==> src/core/mbm_pkg.sv <==
package mbm_pkg;

  // APB register map, byte addresses.
  localparam logic [11:0] CTRL_OFS  = 12'h000;
  localparam logic [11:0] SIZE_OFS  = 12'h004;
  localparam logic [11:0] STAT_OFS  = 12'h008;
  localparam logic [3:0]  TBL_PAGE  = 4'h1;
  localparam logic [1:0]  F_IP      = 2'h0;
  localparam logic [1:0]  F_UNIT    = 2'h1;
  localparam logic [1:0]  F_TMO     = 2'h2;
  localparam logic [1:0]  F_INFO    = 2'h3;

  // Field positions.
  localparam int CTRL_EN_BIT   = 0;
  localparam int CTRL_UNIT_LSB = 8;
  localparam int SIZE_IN_LSB   = 0;
  localparam int SIZE_OUT_LSB  = 8;
  localparam int STAT_EXC_LSB  = 8;
  localparam int STAT_IDX_LSB  = 16;

  // Reset values and legal ranges.
  localparam logic [31:0] IP_RST     = 32'h0000_0000;
  localparam logic [7:0]  RUNIT_RST  = 8'hff;
  localparam logic [15:0] TMO_RST    = 16'h0064;
  localparam logic [7:0]  LUNIT_RST  = 8'h01;
  localparam logic [7:0]  LUNIT_MIN  = 8'h01;
  localparam logic [7:0]  LUNIT_MAX  = 8'hf7;
  localparam logic [7:0]  UNIT_BCAST = 8'hff;
  localparam logic [4:0]  WORDS_RST  = 5'h0a;
  localparam logic [4:0]  WORDS_MIN  = 5'h01;
  localparam logic [4:0]  WORDS_MAX  = 5'h14;
  localparam int          TBL_N      = 16;

  // Bank layout in the shared word memory.
  localparam int         BANK_AW = 5;
  localparam logic       BANK_IN  = 1'b0;
  localparam logic       BANK_OUT = 1'b1;

  // Function and exception codes.
  localparam logic [7:0] FC_RD_OUT = 8'h03;
  localparam logic [7:0] FC_RD_IN  = 8'h04;
  localparam logic [7:0] FC_WR1    = 8'h06;
  localparam logic [7:0] FC_WRN    = 8'h10;
  localparam logic [7:0] FC_RW     = 8'h17;
  localparam logic [7:0] EXC_NONE  = 8'h00;
  localparam logic [7:0] EXC_FUNC  = 8'h01;
  localparam logic [7:0] EXC_ADDR  = 8'h02;

  // Retry tick.
  localparam int CLK_PERIOD_NS = 10;
  localparam int TICK_MS       = 100;
  localparam int TICK_CYCLES   = TICK_MS * 1000000 / CLK_PERIOD_NS;

  typedef enum logic [2:0] {
    st_idle  = 3'b000,
    st_write = 3'b001,
    st_read  = 3'b011,
    st_rwait = 3'b010,
    st_done  = 3'b110
  } mbm_state_t;

endpackage

==> src/core/mbm_server.sv <==
`timescale 1ns/100ps
module mbm_server #(
  parameter int TICK_CYCLES = mbm_pkg::TICK_CYCLES
) (
  input  wire logic        pclk,
  input  wire logic        presetn,
  input  wire logic        psel,
  input  wire logic        penable,
  input  wire logic        pwrite,
  input  wire logic [11:0] paddr,
  input  wire logic [31:0] pwdata,
  output logic      [31:0] prdata,
  output logic             pready,
  output logic             pslverr,
  input  wire logic        req_valid,
  output logic             req_ready,
  input  wire logic [7:0]  req_unit,
  input  wire logic [7:0]  req_func,
  input  wire logic [15:0] req_raddr,
  input  wire logic [7:0]  req_rcount,
  input  wire logic [15:0] req_waddr,
  input  wire logic [7:0]  req_wcount,
  input  wire logic        req_wvalid,
  input  wire logic [15:0] req_wdata,
  output logic             req_wready,
  output logic             rsp_rvalid,
  output logic      [15:0] rsp_rdata,
  output logic             rsp_done,
  output logic      [7:0]  rsp_exc,
  output logic             gm_valid,
  output logic             gm_we,
  output logic      [15:0] gm_addr,
  output logic      [15:0] gm_wdata,
  input  wire logic        gm_ready,
  input  wire logic [15:0] gm_rdata,
  input  wire logic        app_valid,
  input  wire logic        app_we,
  input  wire logic        app_bank,
  input  wire logic [4:0]  app_addr,
  input  wire logic [15:0] app_wdata,
  output logic             app_ready,
  output logic             app_rvalid,
  output logic      [15:0] app_rdata,
  input  wire logic        xchg_req,
  input  wire logic [3:0]  xchg_idx,
  input  wire logic        conn_up,
  output logic             conn_try,
  output logic      [31:0] conn_ip,
  output logic      [7:0]  conn_unit,
  output logic             conn_fail
);
  import mbm_pkg::*;

  function automatic logic fits(input logic [15:0] addr, input logic [7:0] cnt, input logic [4:0] lim);
    fits = (cnt != 8'h00) && (({1'b0, addr} + {9'h000, cnt}) <= {12'h000, lim});
  endfunction

  // Configuration and table state.
  logic          map_en;
  logic [7:0]    local_unit;
  logic [4:0]    in_words;
  logic [4:0]    out_words;
  logic [31:0]   tbl_ip   [TBL_N];
  logic [7:0]    tbl_unit [TBL_N];
  logic [15:0]   tbl_tmo  [TBL_N];

  // Request engine state.
  mbm_state_t    state;
  logic          cur_map;
  logic          cur_rbank;
  logic [15:0]   raddr;
  logic [7:0]    rcnt;
  logic [15:0]   waddr;
  logic [7:0]    wcnt;
  logic          last_app;
  logic          app_rd_q;

  // Connection retry state.
  logic [3:0]    conn_idx;
  logic [15:0]   tmo_left;
  logic [31:0]   tick_cnt;
  logic [15:0]   ram_rdata;

  // APB decode.
  wire           apb_setup = psel && !penable;
  wire           apb_wr    = psel && penable && pwrite;
  wire           hit_ctrl  = (paddr == CTRL_OFS);
  wire           hit_size  = (paddr == SIZE_OFS);
  wire           hit_stat  = (paddr == STAT_OFS);
  wire           hit_tbl   = (paddr[11:8] == TBL_PAGE) && (paddr[1:0] == 2'b00);
  wire [3:0]     tidx      = paddr[7:4];
  wire [1:0]     tfld      = paddr[3:2];
  wire           mapped_ok = hit_ctrl || hit_size || hit_stat || hit_tbl;
  wire [7:0]     new_unit  = pwdata[CTRL_UNIT_LSB +: 8];
  wire [4:0]     new_in    = pwdata[SIZE_IN_LSB +: 5];
  wire [4:0]     new_out   = pwdata[SIZE_OUT_LSB +: 5];
  wire           unit_ok   = (new_unit >= LUNIT_MIN) && (new_unit <= LUNIT_MAX);
  wire           in_ok     = (new_in >= WORDS_MIN) && (new_in <= WORDS_MAX);
  wire           out_ok    = (new_out >= WORDS_MIN) && (new_out <= WORDS_MAX);
  wire [4:0]     idx_one   = {1'b0, tidx} + 5'h01;
  wire           tidx_act  = conn_idx == tidx;
  wire [31:0]    tbl_word  = (tfld == F_IP)   ? tbl_ip[tidx] :
                             (tfld == F_UNIT) ? {24'h0, tbl_unit[tidx]} :
                             (tfld == F_TMO)  ? {16'h0, tbl_tmo[tidx]} :
                             {14'h0, tidx_act && conn_fail, tidx_act && conn_try, 11'h0, idx_one};
  wire [31:0]    stat_word = {12'h0, conn_idx, rsp_exc, 5'h0, state != st_idle, conn_fail, conn_try};
  wire [31:0]    rd_word   = hit_ctrl ? {16'h0, local_unit, 7'h0, map_en} :
                             hit_size ? {19'h0, out_words, 3'h0, in_words} :
                             hit_stat ? stat_word :
                             hit_tbl  ? tbl_word : 32'h0;

  assign pready  = 1'b1;
  assign pslverr = psel && penable && !mapped_ok;

  // Prdata is sampled in the setup cycle so the access phase needs no wait state.
  always_ff @(posedge pclk or negedge presetn) begin
    if (!presetn) begin
      prdata <= 32'h0;
    end else if (apb_setup && !pwrite) begin
      prdata <= rd_word;
    end
  end

  always_ff @(posedge pclk or negedge presetn) begin
    if (!presetn) begin
      map_en     <= 1'b0;
      local_unit <= LUNIT_RST;
      in_words   <= WORDS_RST;
      out_words  <= WORDS_RST;
    end else if (apb_wr && hit_ctrl) begin
      map_en <= pwdata[CTRL_EN_BIT];
      if (unit_ok) begin
        local_unit <= new_unit;
      end
    end else if (apb_wr && hit_size) begin
      if (in_ok) begin
        in_words <= new_in;
      end
      if (out_ok) begin
        out_words <= new_out;
      end
    end
  end

  always_ff @(posedge pclk or negedge presetn) begin
    if (!presetn) begin
      for (int i = 0; i < TBL_N; i++) begin
        tbl_ip[i]   <= IP_RST;
        tbl_unit[i] <= RUNIT_RST;
        tbl_tmo[i]  <= TMO_RST;
      end
    end else if (apb_wr && hit_tbl) begin
      if (tfld == F_IP) begin
        tbl_ip[tidx] <= pwdata;
      end else if (tfld == F_UNIT) begin
        tbl_unit[tidx] <= pwdata[7:0];
      end else if (tfld == F_TMO) begin
        tbl_tmo[tidx] <= pwdata[15:0];
      end
    end
  end

  // Request classification at acceptance.
  wire           accept   = req_valid && (state == st_idle);
  wire           map_now  = map_en && (req_unit == local_unit) && (req_unit != UNIT_BCAST);
  wire           has_w    = (req_func == FC_WR1) || (req_func == FC_WRN) || (req_func == FC_RW);
  wire           has_r    = (req_func == FC_RD_OUT) || (req_func == FC_RD_IN) || (req_func == FC_RW);
  wire [7:0]     wcnt_in  = (req_func == FC_WR1) ? 8'h01 : req_wcount;
  wire           rd_in    = (req_func == FC_RD_IN);
  wire [4:0]     rd_lim   = rd_in ? in_words : out_words;
  wire           bad_r    = has_r && !fits(req_raddr, req_rcount, rd_lim);
  wire           bad_w    = has_w && !fits(req_waddr, wcnt_in, in_words);
  wire [7:0]     exc_now  = !(has_w || has_r) ? EXC_FUNC : (map_now && (bad_r || bad_w)) ? EXC_ADDR : EXC_NONE;

  // Fair sharing of the bank memory between the two paths.
  wire           eng_want = cur_map && (((state == st_write) && req_wvalid) || (state == st_read));
  wire           eng_gnt  = eng_want && (!app_valid || last_app);
  wire           app_gnt  = app_valid && !eng_gnt;
  wire           path_go  = cur_map ? eng_gnt : gm_ready;
  wire           ram_en   = eng_gnt || app_gnt;
  wire           ram_we   = eng_gnt ? (state == st_write) : app_we;
  wire [5:0]     eng_ra   = (state == st_write) ? {BANK_IN, waddr[BANK_AW-1:0]} : {cur_rbank, raddr[BANK_AW-1:0]};
  wire [5:0]     ram_addr = eng_gnt ? eng_ra : {app_bank, app_addr};
  wire [15:0]    ram_wd   = eng_gnt ? req_wdata : app_wdata;

  assign req_ready  = (state == st_idle);
  assign req_wready = (state == st_write) && path_go;
  assign app_ready  = app_gnt;
  assign gm_valid   = !cur_map && (((state == st_write) && req_wvalid) || (state == st_read));
  assign gm_we      = (state == st_write);
  assign gm_addr    = (state == st_write) ? waddr : raddr;
  assign gm_wdata   = req_wdata;
  assign app_rdata  = ram_rdata;

  mbm_word_ram #(
    .DW (16),
    .AW (BANK_AW + 1)
  ) u_banks (
    .pclk    (pclk),
    .presetn (presetn),
    .en      (ram_en),
    .we      (ram_we),
    .addr    (ram_addr),
    .wdata   (ram_wd),
    .rdata   (ram_rdata)
  );

  always_ff @(posedge pclk or negedge presetn) begin
    if (!presetn) begin
      last_app   <= 1'b0;
      app_rd_q   <= 1'b0;
    end else begin
      app_rd_q <= app_gnt && !app_we;
      if (eng_want && app_valid) begin
        last_app <= app_gnt;
      end
    end
  end
  assign app_rvalid = app_rd_q;

  always_ff @(posedge pclk or negedge presetn) begin
    if (!presetn) begin
      state      <= st_idle;
      cur_map    <= 1'b0;
      cur_rbank  <= BANK_OUT;
      raddr      <= 16'h0;
      rcnt       <= 8'h0;
      waddr      <= 16'h0;
      wcnt       <= 8'h0;
      rsp_rvalid <= 1'b0;
      rsp_rdata  <= 16'h0;
      rsp_done   <= 1'b0;
      rsp_exc    <= EXC_NONE;
    end else begin
      rsp_rvalid <= 1'b0;
      rsp_done   <= 1'b0;
      case (state)
        st_idle: if (accept) begin
          cur_map   <= map_now;
          cur_rbank <= rd_in ? BANK_IN : BANK_OUT;
          raddr     <= req_raddr;
          rcnt      <= has_r ? req_rcount : 8'h00;
          waddr     <= req_waddr;
          wcnt      <= has_w ? wcnt_in : 8'h00;
          rsp_exc   <= exc_now;
          if (exc_now != EXC_NONE || (has_w ? wcnt_in : req_rcount) == 8'h00) begin
            state <= st_done;
          end else begin
            state <= has_w ? st_write : st_read;
          end
        end
        st_write: if (req_wvalid && path_go) begin
          waddr <= waddr + 16'h0001;
          wcnt  <= wcnt - 8'h01;
          if (wcnt == 8'h01) begin
            state <= (rcnt != 8'h00) ? st_read : st_done;
          end
        end
        st_read: if (path_go) begin
          state <= st_rwait;
        end
        st_rwait: begin
          rsp_rvalid <= 1'b1;
          rsp_rdata  <= cur_map ? ram_rdata : gm_rdata;
          raddr      <= raddr + 16'h0001;
          rcnt       <= rcnt - 8'h01;
          state      <= (rcnt == 8'h01) ? st_done : st_read;
        end
        st_done: begin
          rsp_done <= 1'b1;
          state    <= st_idle;
        end
        default: state <= st_idle;
      endcase
    end
  end

  // The tick runs free, so the first tick of an attempt may come early by up to one period.
  wire           tick = (tick_cnt == TICK_CYCLES - 1);

  always_ff @(posedge pclk or negedge presetn) begin
    if (!presetn) begin
      tick_cnt <= 32'h0;
    end else begin
      tick_cnt <= tick ? 32'h0 : tick_cnt + 32'h1;
    end
  end

  always_ff @(posedge pclk or negedge presetn) begin
    if (!presetn) begin
      conn_idx  <= 4'h0;
      conn_try  <= 1'b0;
      conn_fail <= 1'b0;
      conn_ip   <= IP_RST;
      conn_unit <= RUNIT_RST;
      tmo_left  <= 16'h0;
    end else if (xchg_req) begin
      conn_idx  <= xchg_idx;
      conn_try  <= 1'b1;
      conn_fail <= 1'b0;
      conn_ip   <= tbl_ip[xchg_idx];
      conn_unit <= tbl_unit[xchg_idx];
      tmo_left  <= tbl_tmo[xchg_idx];
    end else if (conn_try && conn_up) begin
      conn_try <= 1'b0;
    end else if (conn_try && tmo_left == 16'h0) begin
      conn_try  <= 1'b0;
      conn_fail <= 1'b1;
    end else if (conn_try && tick) begin
      tmo_left <= tmo_left - 16'h0001;
    end
  end
endmodule

==> src/core/mbm_word_ram.sv <==
`timescale 1ns/100ps
module mbm_word_ram #(
  parameter int DW = 16,
  parameter int AW = 6
) (
  input  wire logic          pclk,
  input  wire logic          presetn,
  input  wire logic          en,
  input  wire logic          we,
  input  wire logic [AW-1:0] addr,
  input  wire logic [DW-1:0] wdata,
  output logic      [DW-1:0] rdata
);
  logic [DW-1:0] mem [2**AW];

  // The array has no reset so that it maps onto block memory.
  always_ff @(posedge pclk) begin
    if (en && we) begin
      mem[addr] <= wdata;
    end
  end

  always_ff @(posedge pclk or negedge presetn) begin
    if (!presetn) begin
      rdata <= '0;
    end else if (en && !we) begin
      rdata <= mem[addr];
    end
  end
endmodule

==> config.mk <==
export PLATFORM = sky130hd
export DESIGN_NAME = mbm_server
export DESIGN_NICKNAME = d
export VERILOG_FILES = /design/src/core/mbm_pkg.sv /design/src/core/mbm_server.sv /design/src/core/mbm_word_ram.sv
export SDC_FILE = /design/constraint.sdc
export NUM_CORES = 2
export LEC_CHECK = 0
export BUFFER_PORTS_ARGS = -buffer_cell sky130_fd_sc_hd__buf_4
export CAP_MARGIN = 20
export CORE_ASPECT_RATIO = 0.8
export CORE_MARGIN = 2
export CORE_UTILIZATION = 60
export CTS_CLUSTER_DIAMETER = 120
export CTS_CLUSTER_SIZE = 30
export DETAILED_ROUTE_END_ITERATION = 7
export PLACE_DENSITY = 0.86
export SLEW_MARGIN = 10
export SYNTH_ARGS = -nofsm -noshare
export SYNTH_HDL_FRONTEND = slang
export SYNTH_SLANG_ARGS = --single-unit
==> constraint.sdc <==
create_clock -name pclk -period 5.2 [get_ports pclk]
set_input_delay 0.26 -clock pclk [delete_from_list [all_inputs] [get_ports pclk]]
set_output_delay 0.26 -clock pclk [all_outputs]
set_load 0.005 [all_outputs]
==> results.toml <==
[floorplan]
placementRows = 134
fp.coreArea_mm2 = 0.1663
die_area_mm2 = 0.1702
dieWidth_um = 460.7
die_y_um = 369.4
start_util_pct = 60.20
ios = 334

[drt]
drtAntennaViolNets = 0
drc_errors = 12
drtPass1Iterations = 8
drt_iter0_markers = 10590
wire_per_inst_um = 32.48
wirelength_mm = 298.4
num_vias = 65710
viasPerCell = 7.152

[cells_and_area]
seq_area_mm2 = 0.05931
final_cell_mix = "edfxtp_1 (1,024), mux2_2 (991), dfrtp_1 (942)"
layout_commonest_cell = "edfxtp_1"
drive_gt1_share_pct = 37.58
multi_input_area_mm2 = 0.03874
fill_cells = 11020
area_growth_pct = 9.309
finalNetCount = 7091

[setup_path]
regToRegSetupSlack_ps = 20
cp_cell_sequence = "or3b_2 -> inv_2 -> mux2_2 -> mux2i_4 -> nor2_1 -> buf_4 -> and3_1 -> a31oi_1 -> o2111ai_1 -> o32a_1"
crit_slowest_cell = "a31oi_1"
crit_type = "register to register"
worstPathRequired_ps = 5890
r2r_start = "state[1]$_DFFE_PN0P_"
arrival_ps = 5860
endpoint_kind = "register"
slowest_delay_ps = 840
rr_worst_depth = 10
critical_path.max_fanout = 15
critPathLaunchType = "register"
r2r-end = "u_banks.rdata[12]$_DFFE_PN0P_"

[timing]
slew_headroom_pct = 3.717
finalCritPeriodShare_pct = 99.52
period_minus_slack_ps = 5175
hold_viol_final = 0
fin_ws_ps = 24.79
slew_violations = 0
tns_ps = 0
setup_viol = 0
fmax_mhz = 193.2
fin_skew_ps = 57.12
worstMarginPinSlew_ps = 1426
grt_setup_unrepaired = "no"

[run_status]
violations = "DRC"
status = "finished with violations"

[logic_synthesis]
yosysWarnings = 0
synth-seq-cells = 2156
syn_avg_cell_area_um2 = 15.17
ys.flop_type = "edfxtp_1"
ys_seq_area_share_pct = 59.24
syn-cell-area_mm2 = 0.1001
ys_async_sr_fraction_pct = 52.50
synthCells = 6602
synthDistinctLibCells = 84
synth_edf_count = 1024

[clocking]
clockRootBuffer = "clkbuf_16"
cts_tree = "done"
clkTransAtPathRegs_ps = 130
cts_sinks = 2156
clock_latency_ps = 800
cts-htree-levels = 3
clockBufferDepth = 3
numCtsBuffers = 83

[grt]
grt_util_met2_pct = 50.11
met1_usage_pct = 47.65
gr-max-usage-layer = "met2"
grt_pass1_wl_mm = 434.3
gr-total-overflow = 0
met3_usage_pct = 12.90
grt_pass1_vias = 64360
antenna_found_initial = 19
grt_max_degree = 178
grt_use_total_pct = 34.85

[pwr]
p_leak_uw = 0.04360
cellPowerDensity_mw_per_mm2 = 360.7
ir_worst_vdd_mv = 0.3646
total_power_uw = 39480

[placement]
place_ws_ps = 520.8
place.gp.congestion = 1.049
dp_hpwl_mm = 188.3
port_buffers = 326

[worst_hold_path]
hp-class = "input port to register"
whs_endpoint = "cur_map$_DFFE_PN0P_"
hold_depth = 5
holdCritStartpoint = "req_unit[1]"

[flow_run]
max_cap_violations = 0
## flip-flops by register name, summed over array words and instances, names as in the netlist, 2 cells and up
signal and cells:
conn_idx 4, conn_ip 32, conn_unit 8, in_words 5, local_unit 8, out_words 5
prdata 32, raddr 16, rcnt 8, rsp_exc 2, rsp_rdata 16, state 3
tbl_ip 512, tbl_tmo 256, tbl_unit 128, tick_cnt 32, tmo_left 16, u_banks.mem 1024
u_banks.rdata 16, waddr 16, wcnt 8
## power breakdown
part	leakage, uW	internal, uW	switching (uW)	total [uW]
clock network	0.00117	3130	5330	8460
registers	0.0242	19300	464	19800
logic	0.0182	3390	7820	11200
total	0.0436	25900	13600	39500
## metrics by stage
| stage | cells | utilization, % | area [um^2] | hold slack [ps] |
|---|---|---|---|---|
| detailed placement | 8931 | 63.69 | 105900 | 393.6 |
| global route | 9180 | 65.80 | 109400 | 29.79 |
| global placement | 8931 | 63.69 | 105900 | 380.9 |
| floorplan | 6607 | - | 100100 | -35.59 |
| CTS | 9173 | 65.76 | 109400 | 0.6624 |
| finish | 9187 | 65.81 | 109500 | 36.55 |
## how the worst max path moves through the flow
stage	startpoint	end	slack, ps
final	state[1]$_DFFE_PN0P_	u_banks.rdata[12]$_DFFE_PN0P_	20
after floorplan	state[1]$_DFFE_PN0P_	u_banks.mem[25][0]$_DFFE_PP_	1170
after detailed placement	state[1]$_DFFE_PN0P_	u_banks.rdata[0]$_DFFE_PN0P_	520
after global placement	state[1]$_DFFE_PN0P_	u_banks.rdata[12]$_DFFE_PN0P_	580
after CTS	state[1]$_DFFE_PN0P_	u_banks.rdata[0]$_DFFE_PN0P_	470
after global routing	state[1]$_DFFE_PN0P_	u_banks.rdata[12]$_DFFE_PN0P_	70
## what timing repair did
item | CTS | global route
setup endpoints to repair | 0 | 1
hold buffers | 98 | 0
resized for setup | 0 | 1
hold endpoints to repair | 455 | 0
setup buffers | 0 | 0
## cells in the mapped netlist, types with 44 or more instances
master	n	area share, %
edfxtp_1	1024	31
mux2_2	992	11
dfrtp_1	942	24
nand2_1	685	2.6
mux4_2	674	15
clkbuf_1	336	1.3
nand3_1	262	1.3
nor2_1	247	0.93
dfstp_2	190	5.0
o21ai_0	148	0.74
a21oi_1	110	0.55
buf_1	85	0.32
a22oi_1	75	0.56
inv_1	73	0.27
mux2i_1	70	0.70
nor3_1	53	0.26
buf_2	47	0.23
a31oi_1	44	0.27
nand4_1	44	0.27
## routing by layer
metal | up-vias | wire length (um)
met1 | 33720 | 106500
met5 | - | 310
met3 | 1065 | 43660
met2 | 5104 | 130600
li1 | 25790 | -
met4 | 22 | 17350
## critical path: cells and delay by family (launching register included)
kind	cells	cell delay, ps
flops	1	460
simple gates	3	1320
mux	2	1080
buf+inv	2	440
compound gates	3	1760
## cell families after synthesis
family | after synthesis | synth area share [%]
compound gates | 581 | 3.822
simple gates | 1440 | 6.344
buf+inv | 579 | 2.398
flops | 2156 | 59.24
xor+xnor | 63 | 0.5511
fa+ha+maj | 40 | 0.5148
other cells | 2 | 0.007500
mux | 1741 | 27.12
## cell type report
| class | instances | share of cell area (%) |
|---|---|---|
| sequential | 2156 | 54.19 |
| tap | 2244 | 2.565 |
| inverter | 75 | 0.2572 |
| clock inverter | 10 | 0.1703 |
| antenna | 11 | 0.02515 |
| clock buffer | 134 | 2.082 |
| timing repair buffer | 685 | 5.312 |
| multi-input combinational | 3872 | 35.40 |
No activity file was read; power rests on OpenSTA's default activity.
